===== src/rtl/cbs_pkg.sv =====
// Constants, types and opcode encodings for the branch, skip and bit-operation core slice.
// Assumes the surrounding core decodes words into the opcode set below.
// Function
// - Bit set ORs register with K; bit clear ANDs with 0xFF minus K; Z,N,V.
// - Test ANDs register with itself; clear XORs itself; set loads 0xFF, flags kept.
// - Relative jump loads PC+k+1; pointer jump loads Z; two cycles, flags kept.
// - Relative call pushes return address, loads PC+k+1, three cycles.
// - Pointer call pushes return address, loads Z, three cycles, flags kept.
// - Compare-skip-equal skips next word(s) when registers equal; 1/2/3 cycles.
// - Compares subtract only for Z,N,V,C,H; no register written; one cycle.
// - Register bit-test skips on bit clear or set; 1/2/3 cycles.
// - I/O bit-test skips on bit clear or set; 1/2/3 cycles, flags kept.
// - Flag branches test status bit s, taken loads PC+k+1; 1 or 2 cycles.
// - Carry and zero branches use same taken timing.
// - Signed ge taken when N xor V is 0; less when 1.
// - Half-carry branches taken on H set or clear.
// - T branches taken on T set or clear.
// - Overflow branches taken on V set or clear, flags kept.
// - Interrupt branches taken on I set or clear.
// - I/O bit set/clear write back the whole io_val byte with bit b changed; two cycles, no flags.
package cbs_pkg;
    localparam int DATA_W = 8;
    localparam int PC_W = 10;
    localparam logic [7:0] ALL_ONES = 8'hff;
    localparam logic [7:0] ONE = 8'h01;
    // Status bit positions.
    localparam int FC = 0;
    localparam int FZ = 1;
    localparam int FN = 2;
    localparam int FV = 3;
    localparam int FS = 4;
    localparam int FH = 5;
    localparam int FT = 6;
    localparam int FI = 7;
    localparam logic [2:0] CYC_JUMP = 3'h2;
    localparam logic [2:0] CYC_CALL = 3'h3;
    localparam logic [2:0] CYC_RET = 3'h4;
    localparam logic [2:0] CYC_IOBIT = 3'h2;
    localparam logic [2:0] CYC_ONE = 3'h1;

    typedef enum logic [4:0] {
        OP_OR_MASK = 5'h00, OP_AND_NOT_MASK = 5'h01, OP_INC = 5'h02, OP_DEC = 5'h03,
        OP_SELF_AND_TEST = 5'h04, OP_ZERO_REGISTER = 5'h05, OP_LOAD_ALL_ONES = 5'h06,
        OP_RELATIVE_JUMP = 5'h07, OP_POINTER_JUMP = 5'h08, OP_RELATIVE_CALL = 5'h09,
        OP_POINTER_CALL = 5'h0a, OP_POP_PC = 5'h0b, OP_END_OF_HANDLER = 5'h0c,
        OP_COMPARE_SKIP_EQUAL = 5'h0d, OP_COMPARE_REGS = 5'h0e, OP_COMPARE_REGS_CARRY = 5'h0f,
        OP_COMPARE_IMMEDIATE = 5'h10, OP_SKIP_REG_BIT_CLEAR = 5'h11,
        OP_SKIP_REG_BIT_SET = 5'h12, OP_SKIP_IO_BIT_CLEAR = 5'h13, OP_SKIP_IO_BIT_SET = 5'h14,
        OP_BRANCH_FLAG_SET = 5'h15, OP_BRANCH_FLAG_CLEAR = 5'h16, OP_SET_IO_BIT = 5'h17,
        OP_CLEAR_IO_BIT = 5'h18, OP_SHIFT_LEFT_LOGICAL = 5'h19, OP_SHIFT_RIGHT_LOGICAL = 5'h1a,
        OP_NOP = 5'h1f
    } cbs_op_t;

    typedef struct packed {
        cbs_op_t op;
        logic [7:0] rd;
        logic [7:0] rr;
        logic [7:0] k;
        logic [2:0] bsel;
        logic [15:0] zptr;
        logic [7:0] io_val;
        logic next_is_two_word;
    } cbs_req_t;

    typedef struct packed {
        logic [7:0] value;
        logic reg_write;
        logic io_write;
        logic push_pc;
        logic pop_pc;
    } cbs_res_t;
endpackage


===== src/rtl/cbs_alu.sv =====
// Combinational ALU for the bit, increment, compare and shift group.
// Assumes operands arrive from the register file on the same clock.
`timescale 1ns/10ps
`default_nettype none
module cbs_alu (
    input wire cbs_pkg::cbs_op_t i_op,
    input wire logic [7:0] i_a,
    input wire logic [7:0] i_b,
    input wire logic [7:0] i_flags,
    output logic [7:0] o_result,
    output logic [7:0] o_flags,
    output logic o_write
);
    logic [8:0] diff;
    logic [4:0] hdiff;
    logic cin;
    logic [7:0] r;
    logic [7:0] f;
    always_comb begin
        r = i_a;
        f = i_flags;
        o_write = 1'b1;
        cin = 1'b0;
        diff = 9'h000;
        hdiff = 5'h00;
        unique case (i_op)
            cbs_pkg::OP_OR_MASK: r = i_a | i_b;
            cbs_pkg::OP_AND_NOT_MASK: r = i_a & (cbs_pkg::ALL_ONES - i_b);
            cbs_pkg::OP_INC: r = i_a + cbs_pkg::ONE;
            cbs_pkg::OP_DEC: r = i_a - cbs_pkg::ONE;
            cbs_pkg::OP_SELF_AND_TEST: begin
                r = i_a & i_a;
                o_write = 1'b0;
            end
            cbs_pkg::OP_ZERO_REGISTER: r = i_a ^ i_a;
            cbs_pkg::OP_LOAD_ALL_ONES: r = cbs_pkg::ALL_ONES;
            cbs_pkg::OP_SHIFT_LEFT_LOGICAL: r = {i_a[6:0], 1'b0};
            cbs_pkg::OP_SHIFT_RIGHT_LOGICAL: r = {1'b0, i_a[7:1]};
            cbs_pkg::OP_COMPARE_REGS, cbs_pkg::OP_COMPARE_REGS_CARRY,
            cbs_pkg::OP_COMPARE_IMMEDIATE: begin
                cin = (i_op == cbs_pkg::OP_COMPARE_REGS_CARRY) & i_flags[cbs_pkg::FC];
                diff = {1'b0, i_a} - {1'b0, i_b} - {8'h00, cin};
                hdiff = {1'b0, i_a[3:0]} - {1'b0, i_b[3:0]} - {4'h0, cin};
                r = diff[7:0];
                o_write = 1'b0;
            end
            default: o_write = 1'b0;
        endcase
        unique case (i_op)
            cbs_pkg::OP_OR_MASK, cbs_pkg::OP_AND_NOT_MASK, cbs_pkg::OP_SELF_AND_TEST,
            cbs_pkg::OP_ZERO_REGISTER: begin
                f[cbs_pkg::FV] = 1'b0;
                f[cbs_pkg::FN] = r[7];
                f[cbs_pkg::FZ] = (r == 8'h00);
                f[cbs_pkg::FS] = r[7];
            end
            cbs_pkg::OP_INC, cbs_pkg::OP_DEC: begin
                f[cbs_pkg::FV] = (i_op == cbs_pkg::OP_INC) ? (i_a == 8'h7f) : (i_a == 8'h80);
                f[cbs_pkg::FN] = r[7];
                f[cbs_pkg::FZ] = (r == 8'h00);
                f[cbs_pkg::FS] = r[7] ^ f[cbs_pkg::FV];
            end
            cbs_pkg::OP_SHIFT_LEFT_LOGICAL, cbs_pkg::OP_SHIFT_RIGHT_LOGICAL: begin
                f[cbs_pkg::FC] = (i_op == cbs_pkg::OP_SHIFT_LEFT_LOGICAL) ? i_a[7] : i_a[0];
                f[cbs_pkg::FN] = r[7];
                f[cbs_pkg::FZ] = (r == 8'h00);
                f[cbs_pkg::FV] = r[7] ^ f[cbs_pkg::FC];
                f[cbs_pkg::FS] = r[7] ^ f[cbs_pkg::FV];
            end
            cbs_pkg::OP_COMPARE_REGS, cbs_pkg::OP_COMPARE_REGS_CARRY,
            cbs_pkg::OP_COMPARE_IMMEDIATE: begin
                f[cbs_pkg::FC] = diff[8];
                f[cbs_pkg::FH] = hdiff[4];
                f[cbs_pkg::FN] = r[7];
                f[cbs_pkg::FV] = (i_a[7] & ~i_b[7] & ~r[7]) | (~i_a[7] & i_b[7] & r[7]);
                f[cbs_pkg::FS] = r[7] ^ f[cbs_pkg::FV];
                // The carry form keeps Z low unless it was already set, for multi-byte compares.
                f[cbs_pkg::FZ] = (r == 8'h00) &
                    ((i_op != cbs_pkg::OP_COMPARE_REGS_CARRY) | i_flags[cbs_pkg::FZ]);
            end
            default: f = i_flags;
        endcase
        o_result = r;
        o_flags = f;
    end
endmodule
`default_nettype wire


===== src/rtl/cbs_core.sv =====
// Execution slice of an 8-bit core: bit ops, compares, skips, branches, calls, returns.
// Assumes the fetch unit holds i_req stable while o_busy is high and gives i_pc as
// the address of the word after the current one.
`timescale 1ns/10ps
`default_nettype none
module cbs_core #(
    parameter int PC_W = cbs_pkg::PC_W
) (
    input wire logic i_clk_sys,
    input wire logic i_reset,
    input wire logic i_valid,
    input wire cbs_pkg::cbs_req_t i_req,
    input wire logic [PC_W-1:0] i_pc,
    input wire logic [PC_W-1:0] i_stack_pc,
    output logic o_busy,
    output logic o_done,
    output cbs_pkg::cbs_res_t o_res,
    output logic [PC_W-1:0] o_next_pc,
    output logic [PC_W-1:0] o_return_pc,
    output logic [7:0] o_flag_register
);
    // The sign-extended offset is sixteen bits wide, so wider counters cannot be served.
    if (PC_W < 2 || PC_W > 16) begin : g_pc_w_check
        $error("PC_W out of range");
    end

    typedef enum logic [1:0] {
        ST_IDLE = 2'b01,
        ST_WAIT = 2'b10
    } cbs_state_t;

    cbs_state_t state;
    logic [2:0] cnt;
    logic [7:0] flag_register;
    logic [7:0] alu_res;
    logic [7:0] alu_flags;
    logic alu_write;
    logic [7:0] bmask;
    logic [PC_W-1:0] rel_target;
    logic [PC_W-1:0] skip_target;
    logic sel_flag;
    logic flag_cond;
    logic reg_bit;
    logic io_bit;
    logic skip;
    logic is_branch;
    logic taken;
    logic [2:0] cycles;
    logic [PC_W-1:0] next_pc;
    logic start;
    cbs_pkg::cbs_op_t op;

    function automatic logic [7:0] bit_mask(input logic [2:0] b);
        bit_mask = cbs_pkg::ONE << b;
    endfunction

    assign op = i_req.op;
    assign bmask = bit_mask(i_req.bsel);
    assign reg_bit = |(i_req.rr & bmask);
    assign io_bit = |(i_req.io_val & bmask);
    assign sel_flag = |(flag_register & bmask);
    assign rel_target = i_pc + PC_W'({{8{i_req.k[7]}}, i_req.k});
    assign skip_target = i_pc + (i_req.next_is_two_word ? PC_W'(2) : PC_W'(1));
    // Named flag branches are encoded as the flag-bit forms with s selecting C,Z,N,V,S,H,T,I.
    assign flag_cond = sel_flag;
    assign is_branch = (op == cbs_pkg::OP_BRANCH_FLAG_SET) ||
                       (op == cbs_pkg::OP_BRANCH_FLAG_CLEAR);
    assign skip = ((op == cbs_pkg::OP_COMPARE_SKIP_EQUAL) && (i_req.rd == i_req.rr)) ||
                  ((op == cbs_pkg::OP_SKIP_REG_BIT_CLEAR) && !reg_bit) ||
                  ((op == cbs_pkg::OP_SKIP_REG_BIT_SET) && reg_bit) ||
                  ((op == cbs_pkg::OP_SKIP_IO_BIT_CLEAR) && !io_bit) ||
                  ((op == cbs_pkg::OP_SKIP_IO_BIT_SET) && io_bit);
    assign taken = ((op == cbs_pkg::OP_BRANCH_FLAG_SET) && flag_cond) ||
                   ((op == cbs_pkg::OP_BRANCH_FLAG_CLEAR) && !flag_cond);

    cbs_alu u_alu (
        .i_op(op),
        .i_a(i_req.rd),
        .i_b((op == cbs_pkg::OP_COMPARE_IMMEDIATE || op == cbs_pkg::OP_OR_MASK ||
              op == cbs_pkg::OP_AND_NOT_MASK) ? i_req.k : i_req.rr),
        .i_flags(flag_register),
        .o_result(alu_res),
        .o_flags(alu_flags),
        .o_write(alu_write)
    );

    always_comb begin
        next_pc = i_pc;
        cycles = cbs_pkg::CYC_ONE;
        unique case (op)
            cbs_pkg::OP_RELATIVE_JUMP: begin
                next_pc = rel_target;
                cycles = cbs_pkg::CYC_JUMP;
            end
            cbs_pkg::OP_POINTER_JUMP: begin
                next_pc = i_req.zptr[PC_W-1:0];
                cycles = cbs_pkg::CYC_JUMP;
            end
            cbs_pkg::OP_RELATIVE_CALL: begin
                next_pc = rel_target;
                cycles = cbs_pkg::CYC_CALL;
            end
            cbs_pkg::OP_POINTER_CALL: begin
                next_pc = i_req.zptr[PC_W-1:0];
                cycles = cbs_pkg::CYC_CALL;
            end
            cbs_pkg::OP_POP_PC, cbs_pkg::OP_END_OF_HANDLER: begin
                next_pc = i_stack_pc;
                cycles = cbs_pkg::CYC_RET;
            end
            cbs_pkg::OP_SET_IO_BIT, cbs_pkg::OP_CLEAR_IO_BIT: cycles = cbs_pkg::CYC_IOBIT;
            default: begin
                if (skip) begin
                    next_pc = skip_target;
                    cycles = i_req.next_is_two_word ? cbs_pkg::CYC_CALL : cbs_pkg::CYC_JUMP;
                end else if (is_branch && taken) begin
                    next_pc = rel_target;
                    cycles = cbs_pkg::CYC_JUMP;
                end
            end
        endcase
    end

    assign start = i_valid && (state == ST_IDLE);
    assign o_busy = (state == ST_WAIT) || (start && cycles != cbs_pkg::CYC_ONE);
    assign o_flag_register = flag_register;

    always_ff @(posedge i_clk_sys) begin
        if (i_reset) begin
            state <= ST_IDLE;
            cnt <= 3'h0;
        end else if (start && cycles != cbs_pkg::CYC_ONE) begin
            state <= ST_WAIT;
            cnt <= cycles - cbs_pkg::CYC_ONE - cbs_pkg::CYC_ONE;
        end else if (state == ST_WAIT) begin
            if (cnt == 3'h0) begin
                state <= ST_IDLE;
            end
            cnt <= cnt - 3'h1;
        end
    end

    always_ff @(posedge i_clk_sys) begin
        if (i_reset) begin
            flag_register <= 8'h00;
        end else if (start) begin
            if (op == cbs_pkg::OP_END_OF_HANDLER) begin
                flag_register[cbs_pkg::FI] <= 1'b1;
            end else begin
                flag_register <= alu_flags;
            end
        end
    end

    always_ff @(posedge i_clk_sys) begin
        if (i_reset) begin
            o_done <= 1'b0;
            o_res <= '0;
            o_next_pc <= '0;
            o_return_pc <= '0;
        end else begin
            o_done <= 1'b0;
            if (start) begin
                o_next_pc <= next_pc;
                o_return_pc <= i_pc;
                o_res.reg_write <= alu_write;
                o_res.io_write <= (op == cbs_pkg::OP_SET_IO_BIT) ||
                                  (op == cbs_pkg::OP_CLEAR_IO_BIT);
                o_res.push_pc <= (op == cbs_pkg::OP_RELATIVE_CALL) ||
                                 (op == cbs_pkg::OP_POINTER_CALL);
                o_res.pop_pc <= (op == cbs_pkg::OP_POP_PC) || (op == cbs_pkg::OP_END_OF_HANDLER);
                // The whole byte is written back from io_val, so other status bits that read one are also written one.
                if (op == cbs_pkg::OP_SET_IO_BIT) begin
                    o_res.value <= i_req.io_val | bmask;
                end else if (op == cbs_pkg::OP_CLEAR_IO_BIT) begin
                    o_res.value <= i_req.io_val & ~bmask;
                end else begin
                    o_res.value <= alu_res;
                end
            end
            if ((start && cycles == cbs_pkg::CYC_ONE) ||
                (state == ST_WAIT && cnt == 3'h0)) begin
                o_done <= 1'b1;
            end
        end
    end
endmodule
`default_nettype wire


===== config.mk =====
export PLATFORM = sky130hd
export DESIGN_NAME = cbs_core
export DESIGN_NICKNAME = d
export VERILOG_FILES = /design/src/rtl/cbs_pkg.sv /design/src/rtl/cbs_alu.sv /design/src/rtl/cbs_core.sv
export SDC_FILE = /design/constraint.sdc
export NUM_CORES = 1
export LEC_CHECK = 0
export ABC_CLOCK_PERIOD_IN_PS = 4400
export BUFFER_PORTS_ARGS = -buffer_cell sky130_fd_sc_hd__buf_4
export CAP_MARGIN = 10
export CORE_MARGIN = 8
export CORE_UTILIZATION = 40
export DETAILED_ROUTE_END_ITERATION = 8
export PLACE_DENSITY = 0.61
export REMOVE_ABC_BUFFERS = 1
export SETUP_SLACK_MARGIN = 0.1
export SYNTH_ARGS = -nofsm -noshare
export SYNTH_HDL_FRONTEND = slang
export SYNTH_HIERARCHICAL = 1
export SYNTH_SLANG_ARGS = --single-unit
export TNS_END_PERCENT = 100

===== constraint.sdc =====
create_clock -name i_clk_sys -period 4.4 [get_ports i_clk_sys]
set_input_delay 0.22 -clock i_clk_sys [delete_from_list [all_inputs] [get_ports i_clk_sys]]
set_output_delay 0.22 -clock i_clk_sys [all_outputs]
set_load 0.01 [all_outputs]

-- Word level (Yosys, flattened, before mapping)
Index checks and enable logic that the tools add are counted.
- add/sub/neg operators: 12
- equal/unequal tests: 34
- shift-type cells: 1
- mux-type cells: 23
- bitwise logic cells: 26
- reductions and logical operators: 54
- operator list (kind ; count):
    8-bit one-hot mux with 10 select lines ; 1
    5-bit equality test (second input constant) ; 11
    8-bit bitwise AND ; 6
    5-bit by 4-bit equality test with 1-bit output (second input constant) ; 8
    10-bit one-hot mux with 4 select lines ; 1
    8-bit OR reduction ; 4
    8-bit two-way mux ; 3
    5-bit by 3-bit equality test with 1-bit output (second input constant) ; 4
    10-bit two-way mux ; 2
    8-bit OR ; 2
    4-bit one-hot mux with 4 select lines ; 1
    2-bit OR reduction ; 7
    1-bit logical OR ; 13
    1-bit logical AND ; 12
    2-bit two-way mux ; 6
    10-bit adder ; 1
    10-bit by 2-bit adder with 10-bit output ; 1
    5-bit by 2-bit equality test with 1-bit output (second input constant) ; 2
    3-bit one-hot mux with 3 select lines ; 1
    3-bit AND reduction ; 3
    3-bit by 1-bit subtractor with 3-bit output (second input constant) ; 3
    8-bit by 8-bit subtractor with 9-bit output ; 1
    9-bit by 1-bit subtractor with 9-bit output ; 1
    8-bit by 1-bit adder with 8-bit output (second input constant) ; 1
    32 further kinds ; 55
- flip-flop bits (word level): 45
- input bits: 80
- output and inout bits: 42
- word-level logic and storage cells: 164

-- Depth between registers and ports, before layout
- depth in word-level cells: 15
- depth in mapped cells: 18
- depth with buffers taken out: 16

-- Modules after synthesis
Netlist, hierarchy kept.
- modules (own cells, without submodules) (module ; times used ; cells an instance ; area an instance (µm²) ; seq. area each (µm²)):
    cbs_core ; 1 ; 477 ; 3731.1 ; 920.9
    cbs_alu ; 1 ; 295 ; 2092.0 ; 0.0

-- Least setup slack after synthesis
No wires, ideal clock.
- path kind: in2reg
- start: input i_req[52] in the netlist's numbering
- end: register flag_register[3] (netlist: o_flag_register[3])
- setup time: 128 ps
- data arrival time: 4177 ps
- data required time: 4272 ps
- path slack: 96 ps
- stages on the path: 16
- path buffers: 2
- cell sequence: clkbuf_1 -> clkbuf_1 -> a2111oi_2 -> mux2_2 -> inv_1 -> fa_1 -> ha_1 -> o211ai_1 -> nand4b_1 -> a31oi_1 -> xor2_1 -> o221ai_1 -> or4b_1 -> a21bo_1 -> mux2i_1 -> nor2_1
- longest elaborated chain between the ends: 11
- elaborated cells between the ends (all ways): 41
- classes of those cells: add/sub (3); eq/ne (12); mux (5); bitwise (12); reduce/logical (9)
- RTL lines (what ; RTL line ; text):
    from (decl) ; cbs_core.sv:12 ; input wire cbs_pkg::cbs_req_t i_req,
    5-bit equality test / 5-bit zero test (equally long branches) ; cbs_alu.sv:26, cbs_alu.sv:49, cbs_core.sv:79 ;
    1-bit logical OR (2 in series) ; cbs_core.sv:79 ; .i_b((op == cbs_pkg::OP_COMPARE_IMMEDIATE || op == cbs_pkg::OP_OR_MASK ||
    8-bit two-way mux ; cbs_core.sv:80 ; op == cbs_pkg::OP_AND_NOT_MASK) ? i_req.k : i_req.rr),
    8-bit by 8-bit subtractor with 9-bit output / 8-bit subtractor (equally long branches) ; cbs_alu.sv:42, cbs_alu.sv:28 ;
    9-bit by 1-bit subtractor with 9-bit output / 8-bit bitwise AND (equally long branches) ; cbs_alu.sv:42, cbs_alu.sv:28 ;
    8-bit one-hot mux with 10 select lines ; cbs_alu.sv:26 ; unique case (i_op)
    1-bit inverter ; cbs_alu.sv:75 ; f[cbs_pkg::FV] = (i_a[7] & ~i_b[7] & ~r[7]) | (~i_a[7] & i_b[7] & r[7]);
    1-bit bitwise AND ; cbs_alu.sv:75 ;
    1-bit OR ; cbs_alu.sv:75 ;
    4-bit one-hot mux with 4 select lines * ; cbs_alu.sv:49 ; unique case (i_op)
    named net alu_flags[3] ; cbs_core.sv:36 ; logic [7:0] alu_flags;
    to (signal assigned) ; cbs_core.sv:150 ; flag_register <= alu_flags;
    to (decl) ; cbs_core.sv:34 ; logic [7:0] flag_register;
Mark *: on every way through the listed nets, which the timed path passes. The rest lies on a longest branch. The select of a mux whose other input is x is not followed.
A chain may end at the register's enable or synchronous reset.

-- Final worst setup path
- start: input i_req[52] in the netlist's numbering
- end: register flag_register[1] (netlist: o_flag_register[1])
- longest elaborated chain between the ends: 10
- elaborated cells between the ends (all ways): 35
- classes of those cells: add/sub (3); eq/ne (13); mux (3); bitwise (6); reduce/logical (10)
- RTL lines (what ; RTL line ; text):
    5-bit equality test / 5-bit zero test (equally long branches) ; cbs_alu.sv:26, cbs_alu.sv:49, cbs_core.sv:79 ;
    1-bit logical OR (2 in series) ; cbs_core.sv:79 ;
    8-bit two-way mux ; cbs_core.sv:80 ;
    8-bit by 8-bit subtractor with 9-bit output / 8-bit subtractor (equally long branches) ; cbs_alu.sv:42, cbs_alu.sv:28 ;
    9-bit by 1-bit subtractor with 9-bit output / 8-bit bitwise AND (equally long branches) ; cbs_alu.sv:42, cbs_alu.sv:28 ;
    8-bit one-hot mux with 10 select lines ; cbs_alu.sv:26 ;
    8-bit zero test ; n/a ;
    1-bit bitwise AND ; cbs_alu.sv:78 ; f[cbs_pkg::FZ] = (r == 8'h00) &
    4-bit one-hot mux with 4 select lines * ; cbs_alu.sv:49 ;
    named net alu_flags[1] ; cbs_core.sv:36 ;
Marks and branches as above.

==> summary.txt <==
Run status
  – Status: finished clean

Power and ir drop
  – PwrDens: 226 nW/µm²
  – Leak: 3.02 nW
  – Peak VDD IR: 0.142 mV

Critical path
  – Slowest cell on the critical path: o41ai_1
  – WS Path Type: in -> reg
  – CP Data Arrival Time: 4240 ps
  – Worst path required time: 4630 ps
  – Worst setup path startpoint: i_req[52]
  – Worst r2r src: o_flag_register[0]
  – Setup crit start kind: input port
  – Top Family by Delay on Critical Path: compound AO/OA/AOI/OAI gates
  – Worst path bufs/invs: 3
  – Crit. End Element: flip-flop
  – Crit-path max cell delay: 590 ps
  – Max FO, Critical Path: 8
  – Crit path cell chain: buf_4 > a2111oi_2 > buf_4 > mux2_2 > inv_1 > fa_1 > fa_1 > or2_2 > a21oi_1 > xnor2_1 > and2_0 > o41ai_1 > o2111ai_1 > o32ai_2 > mux2i_1 > nor2_1

Cells and area
  – Fillers: 1478
  – # diodes: 0
  – Nets: 983
  – Finished Cell Area: 6900 µm²
  – Layout cells sized above 1: 0.210
  – Area grow syn2layout: 18.4%

Global route
  – GRT Overall Usage: 0.207
  – Gr ovfl total: 0
  – Antenna violations before repair: 0
  – Vias in the first global route: 5700
  – Largest net degree at the start of global routing: 48
  – First-pass GRT wire length: 31100 µm

Synth
  – Post-synth top cells: nand2_1, nor2_1, a21oi_1, o21ai_0
  – Yosys warnings: 6
  – Cell Area, Synth: 5820 µm²
  – Top cells by area, synth: dfxtp_1, ha_1, a21oi_1, nand2_1, nor2_1
  – Sequential area share after synthesis: 0.158
  – Synth Flop Type: dfxtp_1
  – Most frequent cell after synthesis: nand2_1
  – Post-synth EDFFs: 0
  – Unique masters post-synth: 89
  – Synth async-reset ratio: 0
  – Yosys top cell by area: dfxtp_1
  – Synth Area per Inst: 7.54 µm²
  – #FFs+latches synth: 46
  – Top cell type's share of synthesized area: 0.158
  – Post-Syn Instances: 772

Clocking
  – CTS tree: built
  – Post-CTS Resized: 0
  – Max Root-Sink Buffers: 2
  – Cts hold-fix bufs: 0
  – Post-CTS Setup Repair Bufs: 0
  – Reg clk slew, reported paths: 70 ps
  – Sink Count: 46
  – Clock buffer count from CTS: 5
  – H-tree levels: 2
  – Clock Tree Root: clkbuf_16
  – Clk_lat worst skew: 290 ps

Floorplanning
  – # rows: 44
  – Core area: 14400 µm²
  – Die Span Y: 137 µm
  – Initial core utilization: 0.405
  – IO Count: 122
  – Die footprint: 18700 µm²
  – Die Width: 137 µm

Timing
  – Fmax achieved: 250 MHz
  – Hold Vio Cnt, Final: 0
  – Final setup TNS: 0 ps
  – Clock Skews: 2.91 ps
  – Measured slew at the worst slew-check pin: 898 ps
  – Crit path time final: 4010 ps
  – Worst relative slew slack: 0.399
  – Final setup viols: 0
  – RSZ-0062 raised after global routing: false
  – Max Transition Viols Final: 0
  – Fin crit share: 0.910

Detailed routing
  – Initial DRC Count: 491
  – Via density: 5.91
  – # DRC: 0
  – Final antenna-violating net count: 0
  – Vias: 6163
  – Wire length per cell: 19.1 µm
  – TritonRoute pass-1 iters: 5
  – Final wirelength: 19900 µm

Hold path
  – Hold Path Class: in -> reg
  – Hold Startpoint: i_pc[0]

Placed design
  – PortBufs: 115
  – Post-DP Area: 6750 µm²
  – Final GP Congestion: 0.912
  – DP HPWL: 15300 µm

Flow run
  – Maxcap violations: 0
[worst register-to-register path, stage by stage, from the launching register on]
cell and delay (ps):
dfxtp_1 480, nand3_1 150, fa_1 450, fa_1 430, or2_2 320, a21oi_1 260, xnor2_1 130, and2_0 170
o41ai_1 590, o2111ai_1 230, o32ai_2 240, mux2i_1 100, nor2_1 110
[cells in the final DEF, fill, tap and decap left out, drive strengths merged, types with 8 or more instances in the layout]
cell,netlist,routed
nand2b,11,11
mux2,11,11
nor2b,9,9
a21o,9,9
ha,40,40
o21ai,49,49
nor2,70,70
a221o,9,9
inv,46,47
a211oi,21,21
mux2i,25,25
nor3,30,30
dfxtp,46,46
buf,23,130
and3,12,12
xor2,19,19
nand2,73,73
xnor2,16,16
a221oi,10,10
a21oi,61,61
a31oi,8,8
nand3,17,17
[metrics by stage]
step / cells / worst slack [ps] / power, mW / hold slack (ps) / utilization
after floorplan: 721 / 497 / 0.879 / 289 / -
after global placement: 1035 / 160 / 1.17 / 444 / 0.470
after detailed placement: 1035 / 123 / 1.17 / 447 / 0.470
after CTS: 1043 / 430 / 1.57 / 204 / 0.480
after global routing: 1043 / 217 / 1.65 / 224 / 0.480
final: 1043 / 394 / 1.56 / 208 / 0.480
[report_power, final]
group | internal (mW) | switching [mW]
logic | 0.300 | 0.398
clock network | 0.213 | 0.178
registers | 0.450 | 0.0228
total | 0.963 | 0.599
[state kept, by name (all words and copies together), names as in the netlist]
| register | cells |
|---|---|
| o_res | 12 |
| cnt | 3 |
| o_next_pc | 10 |
| state | 2 |
| o_return_pc | 10 |
| o_done | 1 |
| o_flag_register | 8 |
[per-layer routing]
metal | wire length, µm | part of all wire | GRT usage
met4 | 512 | 0.026 | 0.0641
met5 | 0 | 0 | 0
met3 | 1340 | 0.067 | 0.0202
met1 | 8840 | 0.44 | 0.279
met2 | 9200 | 0.46 | 0.339
[kinds of logic (layout without fill, tap and decap cells)]
| group | after synthesis | count (layout) | share of synthesized area |
|---|---|---|---|
| simple gates | 279 | 279 | 0.250 |
| mux | 38 | 38 | 0.0726 |
| flops | 46 | 46 | 0.158 |
| xor+xnor | 36 | 36 | 0.0578 |
| fa+ha+maj | 45 | 45 | 0.103 |
| buf+inv | 97 | 184 | 0.0780 |
| compound gates | 231 | 231 | 0.280 |
[worst paths after layout]
check / endpoint / slack (ps) / cells after the start
worst min-delay path: o_return_pc[0] / 210 / 3
worst max register to register: o_flag_register[1] / 690 / 12
worst min register to register: o_next_pc[4] / 450 / 2
worst max-delay path: o_flag_register[1] / 390 / 16
[area by class of cell]
type	instances	area, µm²	share of cell area
clock buffer	5	125	0.0181
clock inverter	3	23.8	0.00345
inverter	46	173	0.0250
multi-input combinational	629	4450	0.645
sequential	46	921	0.134
tap	184	230	0.0334
timing repair buffer	130	976	0.142
Power figures use the tool's default switching activity.
